## src/ioc_pkg.sv

```systemverilog
package ioc_pkg;
  // ------------------------------------------------------------
  // data path
  // ------------------------------------------------------------
  localparam int NUM_CORES     = 4;
  localparam int CORE_IDX_W    = 2;
  localparam int SAMPLE_W      = 14;
  localparam int NUM_CHAN      = 2;
  localparam int ACC_FRAC_W    = 10;
  // ------------------------------------------------------------
  // control access
  // ------------------------------------------------------------
  localparam logic [7:0]  PAGE_CHAN_A   = 8'h00;
  localparam logic [7:0]  PAGE_CHAN_B   = 8'h01;
  localparam logic [15:0] CORR_CTRL_ADR = 16'h6068;
  localparam logic [7:0]  CODE_FREEZE   = 8'hC2;
  localparam logic [7:0]  CODE_BYPASS   = 8'hC3;
  localparam logic [7:0]  CODE_RUN      = 8'h00;
  // ------------------------------------------------------------
  // reset values
  // ------------------------------------------------------------
  localparam logic [7:0]  RST_PAGE      = 8'h00;
  localparam logic        RST_FREEZE    = 1'b0;
  localparam logic        RST_BYPASS    = 1'b0;
  localparam logic [1:0]  RST_CORE_IDX  = 2'h0;
  // ------------------------------------------------------------
  // timing
  // ------------------------------------------------------------
  localparam real CLK_MHZ         = 25.0;
  localparam real EST_TIME_MS     = 0.4;
  localparam int  EST_TIME_CYCLES = int'($ceil(EST_TIME_MS * 1000.0 * CLK_MHZ));
endpackage : ioc_pkg

```

## src/ioc_core_lane.sv

```systemverilog
`timescale 1ns/10ps
`default_nettype none
// ------------------------------------------------------------
// one offset estimate for one interleaved core
// ------------------------------------------------------------
module ioc_core_lane #(
  parameter int SAMPLE_W = ioc_pkg::SAMPLE_W,
  parameter int FRAC_W   = ioc_pkg::ACC_FRAC_W
) (
  input  wire logic                i_ref_clk,  // sample clock
  input  wire logic                i_sys_rst,  // async reset, high
  input  wire logic                i_update,   // sample of this core present, estimate may move
  input  wire logic [SAMPLE_W-1:0] i_sample,   // signed raw sample
  output logic      [SAMPLE_W-1:0] o_offset    // current signed estimate
);
  localparam int ACC_W = SAMPLE_W + FRAC_W;

  logic signed [ACC_W-1:0] acc_ff;
  logic signed [ACC_W-1:0] nxt_acc;
  logic signed [ACC_W:0]   step;

  // leaky first-order average; long constant rejects wideband signal
  always_comb begin
    step    = {{(FRAC_W+1){i_sample[SAMPLE_W-1]}}, i_sample}
              - {{1{acc_ff[ACC_W-1]}}, (acc_ff >>> FRAC_W)};
    nxt_acc = acc_ff;
    if (i_update) begin
      nxt_acc = ACC_W'(acc_ff + step[ACC_W-1:0]);
    end
  end

  always_ff @(posedge i_ref_clk or posedge i_sys_rst) begin
    if (i_sys_rst) begin
      acc_ff <= '0;
    end else begin
      acc_ff <= nxt_acc;
    end
  end

  assign o_offset = acc_ff[ACC_W-1 -: SAMPLE_W];
endmodule : ioc_core_lane
`default_nettype wire

```

## src/ioc_corrector.sv

```systemverilog
`timescale 1ns/10ps
`default_nettype none
module ioc_corrector #(
  parameter int SAMPLE_W  = ioc_pkg::SAMPLE_W,
  parameter int NUM_CHAN  = ioc_pkg::NUM_CHAN,
  parameter int NUM_CORES = ioc_pkg::NUM_CORES
) (
  input  wire logic                         i_ref_clk,     // sample clock
  input  wire logic                         i_sys_rst,     // async reset, high
  input  wire logic                         i_page_we,     // page select write strobe
  input  wire logic [7:0]                   i_page_data,   // page value
  input  wire logic                         i_ctrl_we,     // control write strobe
  input  wire logic [15:0]                  i_ctrl_addr,   // control write address
  input  wire logic [7:0]                   i_ctrl_data,   // control write code
  input  wire logic [NUM_CHAN-1:0]          i_valid,       // sample valid per channel
  input  wire logic [NUM_CHAN*SAMPLE_W-1:0] i_sample,      // raw samples, channel A low
  output logic      [NUM_CHAN-1:0]          o_valid,       // corrected sample valid
  output logic      [NUM_CHAN*SAMPLE_W-1:0] o_sample,      // corrected samples
  output logic      [NUM_CHAN-1:0]          o_frozen,      // channel estimate held
  output logic      [NUM_CHAN-1:0]          o_bypassed,    // channel passes raw data
  output logic      [NUM_CHAN*2-1:0]        o_core_idx     // next core expected per channel
);
  // ------------------------------------------------------------
  // page and per-channel mode
  // ------------------------------------------------------------
  logic [7:0]          page_ff;
  logic [7:0]          nxt_page;
  logic [NUM_CHAN-1:0] freeze_ff;
  logic [NUM_CHAN-1:0] nxt_freeze;
  logic [NUM_CHAN-1:0] bypass_ff;
  logic [NUM_CHAN-1:0] nxt_bypass;
  logic                ctrl_hit;

  logic [NUM_CHAN-1:0] chan_sel;
  logic [NUM_CHAN-1:0] wr_freeze;
  logic [NUM_CHAN-1:0] wr_bypass;
  logic [NUM_CHAN-1:0] wr_run;
  logic                code_freeze;
  logic                code_bypass;
  logic                code_run;

  // ------------------------------------------------------------
  // control decode
  // ------------------------------------------------------------
  // the page is read as it stood before this edge, so a page write in
  // the same cycle as a control write only steers the next one
  assign ctrl_hit    = i_ctrl_we && (i_ctrl_addr == ioc_pkg::CORR_CTRL_ADR);
  assign code_freeze = (i_ctrl_data == ioc_pkg::CODE_FREEZE);
  assign code_bypass = (i_ctrl_data == ioc_pkg::CODE_BYPASS);
  assign code_run    = (i_ctrl_data == ioc_pkg::CODE_RUN);
  // unknown codes match none of the three and are dropped silently

  genvar gs;
  generate
    for (gs = 0; gs < NUM_CHAN; gs++) begin : g_sel
      // page values past the last channel select nothing, so a stray write is harmless
      assign chan_sel[gs]  = (page_ff == 8'(gs));
      assign wr_freeze[gs] = ctrl_hit && chan_sel[gs] && code_freeze;
      assign wr_bypass[gs] = ctrl_hit && chan_sel[gs] && code_bypass;
      assign wr_run[gs]    = ctrl_hit && chan_sel[gs] && code_run;
    end
  endgenerate

  // ------------------------------------------------------------
  // page register
  // ------------------------------------------------------------
  always_comb begin
    nxt_page = page_ff;
    if (i_page_we) begin
      nxt_page = i_page_data;
    end
  end

  always_ff @(posedge i_ref_clk or posedge i_sys_rst) begin
    if (i_sys_rst) begin
      page_ff <= ioc_pkg::RST_PAGE;
    end else begin
      page_ff <= nxt_page;
    end
  end

  // ------------------------------------------------------------
  // freeze and bypass per channel
  // ------------------------------------------------------------
  always_comb begin
    // freeze also leaves bypass, so the held estimates apply at once
    nxt_freeze = (freeze_ff & ~wr_run) | wr_freeze;
    nxt_bypass = (bypass_ff & ~wr_run & ~wr_freeze) | wr_bypass;
  end

  always_ff @(posedge i_ref_clk or posedge i_sys_rst) begin
    if (i_sys_rst) begin
      freeze_ff <= {NUM_CHAN{ioc_pkg::RST_FREEZE}};
      bypass_ff <= {NUM_CHAN{ioc_pkg::RST_BYPASS}};
    end else begin
      freeze_ff <= nxt_freeze;
      bypass_ff <= nxt_bypass;
    end
  end

  assign o_frozen   = freeze_ff;
  assign o_bypassed = bypass_ff;

  // ------------------------------------------------------------
  // per-channel data path
  // ------------------------------------------------------------
  logic [NUM_CHAN-1:0]          valid_ff;
  logic [NUM_CHAN-1:0]          nxt_valid;
  logic [NUM_CHAN*SAMPLE_W-1:0] out_ff;
  logic [NUM_CHAN*SAMPLE_W-1:0] nxt_out;
  logic [NUM_CHAN*2-1:0]        idx_ff;
  logic [NUM_CHAN*2-1:0]        nxt_idx;
  logic [NUM_CHAN-1:0]          learn;

  // estimation halts only on freeze; bypass keeps learning, so
  // leaving bypass later does not start from a stale estimate
  assign learn = i_valid & ~freeze_ff;

  genvar gc;
  genvar gk;
  generate
    for (gc = 0; gc < NUM_CHAN; gc++) begin : g_chan
      logic [SAMPLE_W-1:0] raw;
      logic [SAMPLE_W-1:0] ofs [NUM_CORES];
      logic [SAMPLE_W-1:0] fixed;
      logic [1:0]          cur;

      assign raw = i_sample[gc*SAMPLE_W +: SAMPLE_W];
      assign cur = idx_ff[gc*2 +: 2];
      // equal core offsets leave no spur at dc, fs/4 or fs/2;
      // wraps on overflow, there is no saturation
      assign fixed = SAMPLE_W'(raw - ofs[cur]);

      // ------------------------------------------------------------
      // one estimate per core
      // ------------------------------------------------------------
      for (gk = 0; gk < NUM_CORES; gk++) begin : g_core
        ioc_core_lane #(
          .SAMPLE_W (SAMPLE_W),
          .FRAC_W   (ioc_pkg::ACC_FRAC_W)
        ) u_lane (
          .i_ref_clk (i_ref_clk),
          .i_sys_rst (i_sys_rst),
          .i_update  (learn[gc] && (cur == 2'(gk))),
          .i_sample  (raw),
          .o_offset  (ofs[gk])
        );
      end

      // ------------------------------------------------------------
      // core rotation
      // ------------------------------------------------------------
      // counts valid samples since reset; a skipped sample would shift
      // every later sample onto the estimate of the wrong core
      always_comb begin
        nxt_idx[gc*2 +: 2] = cur;
        if (i_valid[gc]) begin
          nxt_idx[gc*2 +: 2] = 2'(cur + 2'h1);
        end
      end

      // ------------------------------------------------------------
      // output sample
      // ------------------------------------------------------------
      always_comb begin
        nxt_valid[gc]                    = i_valid[gc];
        nxt_out[gc*SAMPLE_W +: SAMPLE_W] = out_ff[gc*SAMPLE_W +: SAMPLE_W];
        if (i_valid[gc]) begin
          if (bypass_ff[gc]) begin
            nxt_out[gc*SAMPLE_W +: SAMPLE_W] = raw;
          end else begin
            nxt_out[gc*SAMPLE_W +: SAMPLE_W] = fixed;
          end
        end
      end
    end
  endgenerate

  // rotation is kept apart from the data registers: it follows valid
  // only and must never be gated by freeze or bypass
  always_ff @(posedge i_ref_clk or posedge i_sys_rst) begin
    if (i_sys_rst) begin
      idx_ff <= {NUM_CHAN{ioc_pkg::RST_CORE_IDX}};
    end else begin
      idx_ff <= nxt_idx;
    end
  end

  always_ff @(posedge i_ref_clk or posedge i_sys_rst) begin
    if (i_sys_rst) begin
      valid_ff <= '0;
      out_ff   <= '0;
    end else begin
      valid_ff <= nxt_valid;
      out_ff   <= nxt_out;
    end
  end

  // ------------------------------------------------------------
  // outputs
  // ------------------------------------------------------------
  assign o_valid    = valid_ff;
  assign o_sample   = out_ff;
  assign o_core_idx = idx_ff;
endmodule : ioc_corrector
`default_nettype wire

```

## config.mk

```make
export PLATFORM = sky130hd
export DESIGN_NAME = ioc_corrector
export DESIGN_NICKNAME = d
export VERILOG_FILES = /design/src/ioc_pkg.sv /design/src/ioc_core_lane.sv /design/src/ioc_corrector.sv
export SDC_FILE = /design/constraint.sdc
export NUM_CORES = 1
export LEC_CHECK = 0
export ABC_CLOCK_PERIOD_IN_PS = 5910
export BUFFER_PORTS_ARGS = -buffer_cell sky130_fd_sc_hd__buf_2
export CORE_MARGIN = 2
export CORE_UTILIZATION = 58
export DETAILED_ROUTE_END_ITERATION = 16
export GPL_TIMING_DRIVEN = 0
export PLACE_DENSITY = 0.79
export RECOVER_POWER = 25
export SYNTH_ARGS = -nofsm -noshare
export SYNTH_HDL_FRONTEND = slang
export SYNTH_SLANG_ARGS = --single-unit
```

## constraint.sdc

```tcl
create_clock -name i_ref_clk -period 5.91 [get_ports i_ref_clk]
set_input_delay 0 -clock i_ref_clk [delete_from_list [all_inputs] [get_ports i_ref_clk]]
set_output_delay 0 -clock i_ref_clk [all_outputs]
set_load 0.05 [all_outputs]
```

==> metrics.cfg, run 1 <==
[critical_path]
crit_chain = inv_1 > ha_1 > nor2b_1 > o21ai_1 > a21boi_1 > o21a_1 > o21ai_1 > a21oi_1 > a2111oi_0 > xnor2_1 > ha_1 > nand2_1 > o311ai_1 > nor3_1 > o31ai_1 > nand4_1 > o21ba_1 > xor2_1 > o21ai_1
worstPathMaxFanout = 5
critPathBufInv = 1
cp.required_ps = 6390
crit_path_end_kind = register
cp.arrival_ps = 5680
crit_path_max_incr_delay_ps = 800
path_class = register to register
cp_top_family = compound AO/OA/AOI/OAI gates
cp-start-kind = register
cp_common_cell = o21ai_1
crit_slowest_cell = a2111oi_0

[clock_tree]
clk_pin_slew_ps = 60
cts_setup_buffers = 0
cts_tree = built
clkLatencyLatePin_ps = 610
cts_sinks = 238
cts_root_buffer = clkbuf_16
numCtsBuffers = 30
htreeDepth = 1
clock_path_buffers = 3

[yosys]
yosysTopAreaCell = dfrtp_1
synth-seq-cells = 238
syn_nets = 3457
syn_inst = 3011
ys_seq_area_share_pct = 23.87
synthArstFlopShare_pct = 100.0
netlist_area_um2 = 24950
synth_common_cells = ha_1 (362), nand2_1 (318), a21oi_1 (250)
syn_area_per_cell_um2 = 8.286
ys_warn_count = 0
yosys-top-cells-area = dfrtp_1 (24%), ha_1 (18%), xnor2_1 (5.3%)
synth_edf_count = 0
synthDistinctLibCells = 80
synth.top_cell.area_share_pct = 23.87
synth.most_common_cell = ha_1
ys.flop_type = dfrtp_1

[place]
dp_hpwl_um = 54480
place_area_um2 = 26290
gp_congestion = 0.9624
place.port_buffers = 102

[die]
ios = 104
die_h_um = 211.4
die_w_um = 211.4
initial_utilization_pct = 59.08
row_count = 75
core_um2 = 42230
dieArea_um2 = 44690

[cells_and_area]
post-route-util_pct = 65.95
area_delta_synth_final_pct = 11.61
drive_gt1_share_pct = 6.590
fin_area_um2 = 27850
fin_nets = 3654

[global_routing]
antenna_found_initial = 1
first_global_vias = 23130
grt_max_degree = 42
grt_first_pass_wirelength_um = 115700
gr-total-overflow = 0
gr-usage-all-layers_pct = 31.76

[routing]
ant_nets = 0
wire_per_inst_um = 18.80
drt_iter0_markers = 1930
wl_um = 70900
routed_via_density = 6.209
drc_errors = 0
via_count = 23420
dr.pass1.iters = 6

[sta]
worstMarginPinSlew_ps = 2231
slew_headroom_pct = -48.73
period_needed_ps = 5199
finalHoldViolCount = 0
fin_crit_sh_pct = 87.98
maxSlewViolCount = 107
fin_setup_tns_ps = 0
max_freq_mhz = 192.3
setup_viol = 0
skew_ps = 43.77
rsz0062_at_grt = false

[outcome]
status = complete, but fails checks
violations = capacitance limit, slew limit

[hold_path]
min_path_type = input pin to register

[job]
drv_cap = 3

-- tightest hold or removal path, stage by stage --
cell and delay, ps:
buf_2 200, nand2_1 100, o31a_1 210, a21oi_1 90
-- cell usage in the layout (no fill, tap or decap), drive strengths merged, types with 7 or more instances in the layout --
| cell type | instances |
|---|---|
| o21ai | 299 |
| clkbuf | 145 |
| ha | 362 |
| and2 | 8 |
| and3 | 23 |
| a2111oi | 11 |
| inv | 232 |
| dlygate4sd3 | 56 |
| or3 | 21 |
| nor2 | 217 |
| mux2i | 10 |
| o21a | 46 |
| a21o | 97 |
| mux2 | 32 |
| nor3b | 7 |
| a31o | 9 |
| nor3 | 67 |
| a211oi | 34 |
| o211ai | 14 |
| nand2 | 318 |
| o31a | 11 |
| nor4 | 10 |
| mux4 | 28 |
| dfrtp | 238 |
| nand2b | 21 |
| nor2b | 39 |
| buf | 74 |
| xnor2 | 152 |
| xor2 | 109 |
| a21oi | 250 |
| nand4 | 27 |
| fa | 18 |
| a21boi | 16 |
| a31oi | 23 |
| o31ai | 19 |
| o21bai | 24 |
| o41ai | 18 |
| nand3 | 50 |
-- cells by family (layout without fill, tap and decap cells) --
| group | after synthesis | in the layout | synth area share (%) |
|---|---|---|---|
| buf+inv | 304 | 525 | 4.599 |
| xor+xnor | 261 | 261 | 9.162 |
| compound gates | 923 | 923 | 23.10 |
| mux | 70 | 70 | 4.373 |
| fa+ha+maj | 380 | 380 | 19.60 |
| simple gates | 835 | 835 | 15.30 |
| other cells | 0 | 1 | 0 |
| flops | 238 | 238 | 23.87 |
-- final timing paths --
path                            slack, ps  depth (start not counted)                                              start                                           endpoint
worst min register to register        490                          2   g_chan[1].g_core[2].u_lane.acc_ff[4]$_DFFE_PP0P_   g_chan[1].g_core[2].u_lane.acc_ff[4]$_DFFE_PP0P_
max in group asynchronous            1650                          8                                          i_sys_rst   g_chan[0].g_core[1].u_lane.acc_ff[5]$_DFFE_PP0P_
worst max register to register        710                         19  g_chan[0].g_core[3].u_lane.acc_ff[11]$_DFFE_PP0P_  g_chan[0].g_core[3].u_lane.acc_ff[22]$_DFFE_PP0P_
min in group asynchronous             510                          4                                          i_sys_rst  g_chan[1].g_core[1].u_lane.acc_ff[14]$_DFFE_PP0P_
worst max-delay path                  710                         19  g_chan[0].g_core[3].u_lane.acc_ff[11]$_DFFE_PP0P_  g_chan[0].g_core[3].u_lane.acc_ff[22]$_DFFE_PP0P_
worst min-delay path                   40                          4                                        i_sample[4]                            o_sample[4]$_DFFE_PP0P_
-- registers in the layout, indices dropped and copies added (netlist names) --
name                         count
o_frozen                         2
o_sample                        28
page_ff                          8
g_chan.g_core.u_lane.acc_ff    192
o_core_idx                       4
o_valid                          2
o_bypassed                       2
-- area by class of cell --
cell class / instances / area, um2
fill: 3472 / 14380
inverter: 231 / 868.3
antenna: 1 / 2.502
clock buffer: 38 / 840.8
sequential: 238 / 5956
clock inverter: 18 / 271.5
tap: 539 / 674.4
buffer: 73 / 280.3
multi-input combinational: 2469 / 17850
timing repair buffer: 165 / 1107
-- timing repair --
item,CTS,global route
hold buffers,56,0
resized for setup,0,0
endpoints found under the hold margin,203,0
-- layer usage --
metal / up-vias / wire (um) / share of wire (%) / track usage [%]
met4: 0 / 2215 / 3.1 / 10.56
met3: 165 / 5366 / 7.6 / 4.940
met1: 11240 / 30650 / 43 / 42.50
li1: 11210 / - / - / -
met2: 808 / 32660 / 46 / 52.56
met5: - / 0 / 0 / 0
-- per-stage QoR --
stage | cells | hold slack (ps) | worst slack (ps)
finish | 3772 | 40.88 | 710.6
detailed placement | 3659 | -6.272 | 822.6
global placement | 3652 | 129.5 | 939.5
CTS | 3771 | 9.700 | 790.5
floorplan | 3011 | 31.43 | 1488
global route | 3771 | 43.52 | 358.7
Power of run 1 is not shown: default switching activity piles up to over one toggle a cycle in this logic, so the estimate is an artifact.
==> run 2, diff against run 1 <==
ABC_AREA = 1   (was not set)
CORE_UTILIZATION = 59   (was 58)
==> metrics.cfg, run 2 <==
[critical_path]
worstPathMaxFanout = 11  ; was 5
cp.required_ps = 6320  ; was 6390 ps
cp-start-kind = input pin  ; was register
path_class = input pin to register  ; was register to register
cp.arrival_ps = 4190  ; was 5680 ps
crit_path_end_kind = register  ; unchanged

[yosys]
synthArstFlopShare_pct = 100.0  ; unchanged
synth-seq-cells = 238  ; unchanged
synthDistinctLibCells = 46  ; was 80
netlist_area_um2 = 29400  ; was 24950 um2
syn_nets = 5092  ; was 3457
ys_seq_area_share_pct = 20.26  ; was 23.87%
ys_warn_count = 0  ; unchanged
synth.most_common_cell = nand2_1  ; was ha_1
ys.flop_type = dfrtp_1  ; unchanged
syn_inst = 4646  ; was 3011
synth_common_cells = nand2_1 (1345), inv_1 (679), ha_1 (362)  ; was ha_1 (362), nand2_1 (318), a21oi_1 (250)
synth_edf_count = 0  ; unchanged
yosysTopAreaCell = dfrtp_1  ; unchanged
yosys-top-cells-area = dfrtp_1 (20%), nand2_1 (17%), ha_1 (15%)  ; was dfrtp_1 (24%), ha_1 (18%), xnor2_1 (5.3%)
synth.top_cell.area_share_pct = 20.26  ; was 23.87%
syn_area_per_cell_um2 = 6.328  ; was 8.286 um2

[place]
dp_hpwl_um = 75880  ; was 54480 um
dp_slack_ps = 2243  ; was 822.6 ps
gp_congestion = 0.9904  ; was 0.9624
place.port_buffers = 103  ; was 102
dp_cells = 5421  ; was 3659

[cells_and_area]
layout_common_cells = nand2_1 (1345), inv_1 (678), ha_1 (362)  ; was ha_1 (362), nand2_1 (318), a21oi_1 (250)
layout.cells.non_filler = 5536  ; was 3772
largest_register_ffs = 192  ; unchanged
diodes = 0  ; was 1
fin_nets = 5292  ; was 3654
top_register = g_chan.g_core.u_lane.acc_ff  ; unchanged
fillers = 4602  ; was 3472
drive_gt1_share_pct = 6.055  ; was 6.590%
final_common_cell = nand2_1  ; was ha_1
area_delta_synth_final_pct = 10.68  ; was 11.61%

[sta]
rsz0062_at_grt = false  ; unchanged
setup_viol = 0  ; unchanged
maxSlewViolCount = 132  ; was 107
slew_headroom_pct = -48.05  ; was -48.73%
fin_ws_ps = 2132  ; was 710.6 ps
fin_setup_tns_ps = 0  ; unchanged
skew_ps = 17.70  ; was 43.77 ps
period_needed_ps = 3778  ; was 5199 ps
fin_crit_sh_pct = 63.92  ; was 87.98%
max_freq_mhz = 264.7  ; was 192.3 MHz
worstMarginPinSlew_ps = 2221  ; was 2231 ps
finalHoldViolCount = 0  ; unchanged
holdWs_ps = 28.59  ; was 40.88 ps

[die]
die_w_um = 227.2  ; was 211.4 um
ios = 104  ; unchanged
initial_utilization_pct = 59.93  ; was 59.08%
core_um2 = 49050  ; was 42230 um2
row_count = 81  ; was 75
die_h_um = 227.2  ; was 211.4 um
dieArea_um2 = 51630  ; was 44690 um2

[clock_tree]
cts_root_buffer = clkbuf_16  ; unchanged
clk_pin_slew_ps = 50  ; was 60 ps
htreeDepth = 2  ; was 1
clock_path_buffers = 3  ; unchanged
numCtsBuffers = 34  ; was 30
post_cts_resized = 0  ; unchanged
cts_tree = built  ; unchanged
cts_sinks = 238  ; unchanged
clkLatencyLatePin_ps = 570  ; was 610 ps

[routing]
routed_via_density = 5.717  ; was 6.209
dr.pass1.iters = 8  ; was 6
wire_per_inst_um = 17.21  ; was 18.80 um
drc_errors = 0  ; unchanged
via_count = 31650  ; was 23.42k
wl_um = 95290  ; was 70900 um
ant_nets = 0  ; unchanged
drt_iter0_markers = 3714  ; was 1930

[global_routing]
antenna_found_initial = 2  ; was 1
grt_first_pass_wirelength_um = 152200  ; was 115700 um
gr-usage-all-layers_pct = 37.17  ; was 31.76%
gr-total-overflow = 0  ; unchanged
first_global_vias = 28840  ; was 23.13k
grt_max_degree = 38  ; was 42

[job]
drv_cap = 4  ; was 3

[hold_path]
min_path_type = input pin to register  ; unchanged

[outcome]
violations = capacitance limit, slew limit  ; unchanged
status = complete, but fails checks  ; unchanged

-- run 2: cell count changes in the layout (fill, tap and decap cells not counted), sizes merged, moves of 52 or more --
cell,previous run,this run
nor2,217,333
xnor2,152,84
nand3,50,365
nand2,318,1379
a21oi,250,356
a21o,97,23
nand4,27,101
inv,232,688
o21ai,299,351
-- run 2: final cells by class --
type                       count  area, um2  share of cell area (%)
sequential                   238       5956                   18.30
timing repair buffer         164       1130                   3.472
buffer                        62      251.5                  0.7729
multi-input combinational   3655      20600                   63.30
tap                          664      830.8                   2.553
clock inverter                11      160.2                  0.4922
inverter                     691       2595                   7.975
clock buffer                  51       1018                   3.130
-- run 2: path summary, 6_finish.rpt --
path | slack, ps | cells past startpoint | to | start
setup / recovery | 2130 | 22 | g_chan[0].g_core[2].u_lane.acc_ff[21]$_DFFE_PP0P_ | i_sample[1]
hold / removal | 30 | 3 | page_ff[4]$_DFFE_PP0P_ | i_page_we
setup reg to reg | 2260 | 17 | g_chan[0].g_core[3].u_lane.acc_ff[22]$_DFFE_PP0P_ | g_chan[0].g_core[3].u_lane.acc_ff[12]$_DFFE_PP0P_
hold reg to reg | 470 | 2 | g_chan[0].g_core[2].u_lane.acc_ff[23]$_DFFE_PP0P_ | g_chan[0].g_core[2].u_lane.acc_ff[23]$_DFFE_PP0P_
max in group asynchronous | 3270 | 4 | g_chan[0].g_core[2].u_lane.acc_ff[3]$_DFFE_PP0P_ | i_sys_rst
min in group asynchronous | 110 | 3 | g_chan[0].g_core[3].u_lane.acc_ff[4]$_DFFE_PP0P_ | i_sys_rst
-- run 2: timing repair --
item,CTS,global route
hold buffers,53,0
hold endpoints to repair,199,0
setup buffers,0,0
-- run 2: stage by stage --
step	cell area [um2]	utilization, %
6_report	32540	66.34
5_1_grt	32540	66.34
4_1_cts	32630	66.53
3_5_place_dp	30920	63.04
3_3_place_gp	30750	62.68
2_1_floorplan	29400	-
-- run 2: logic make-up after synthesis --
group / share of synthesized area, %
multiplexers: 0.07660
adder cells (fa/ha/maj): 16.63
buffers and inverters: 9.678
flip-flops: 20.26
XOR/XNOR: 5.035
AO/OA/AOI/OAI: 14.60
AND/OR/NAND/NOR: 33.72
-- run 2: layer usage --
layer  global-route usage [%]  vias to the layer above  wire length [um]
li1                         -                    15630                 -
met1                    55.39                    14470             43860
met2                    54.58                     1354             38970
met3                    6.569                      200              9543
met4                    10.75                        2              2906
met5                        0                        -                14
-- run 2: critical path, cell delays in order --
cell and delay (ps):
dlygate4sd3_1 530, buf_2 330, inv_1 400, fa_1 570, inv_1 100, nand2_1 70, nand3_2 110, nand2_1 80
nand2_1 70, nand2_1 60, nand2_1 80, inv_1 180, ha_1 390, nand2_1 60, inv_1 60, nand3_1 130
nor3_1 290, nand3_1 220, nand3_1 130, nand2_1 60, nand3_1 130, o21ai_0 110
Power of run 2 is left out for the same reason.
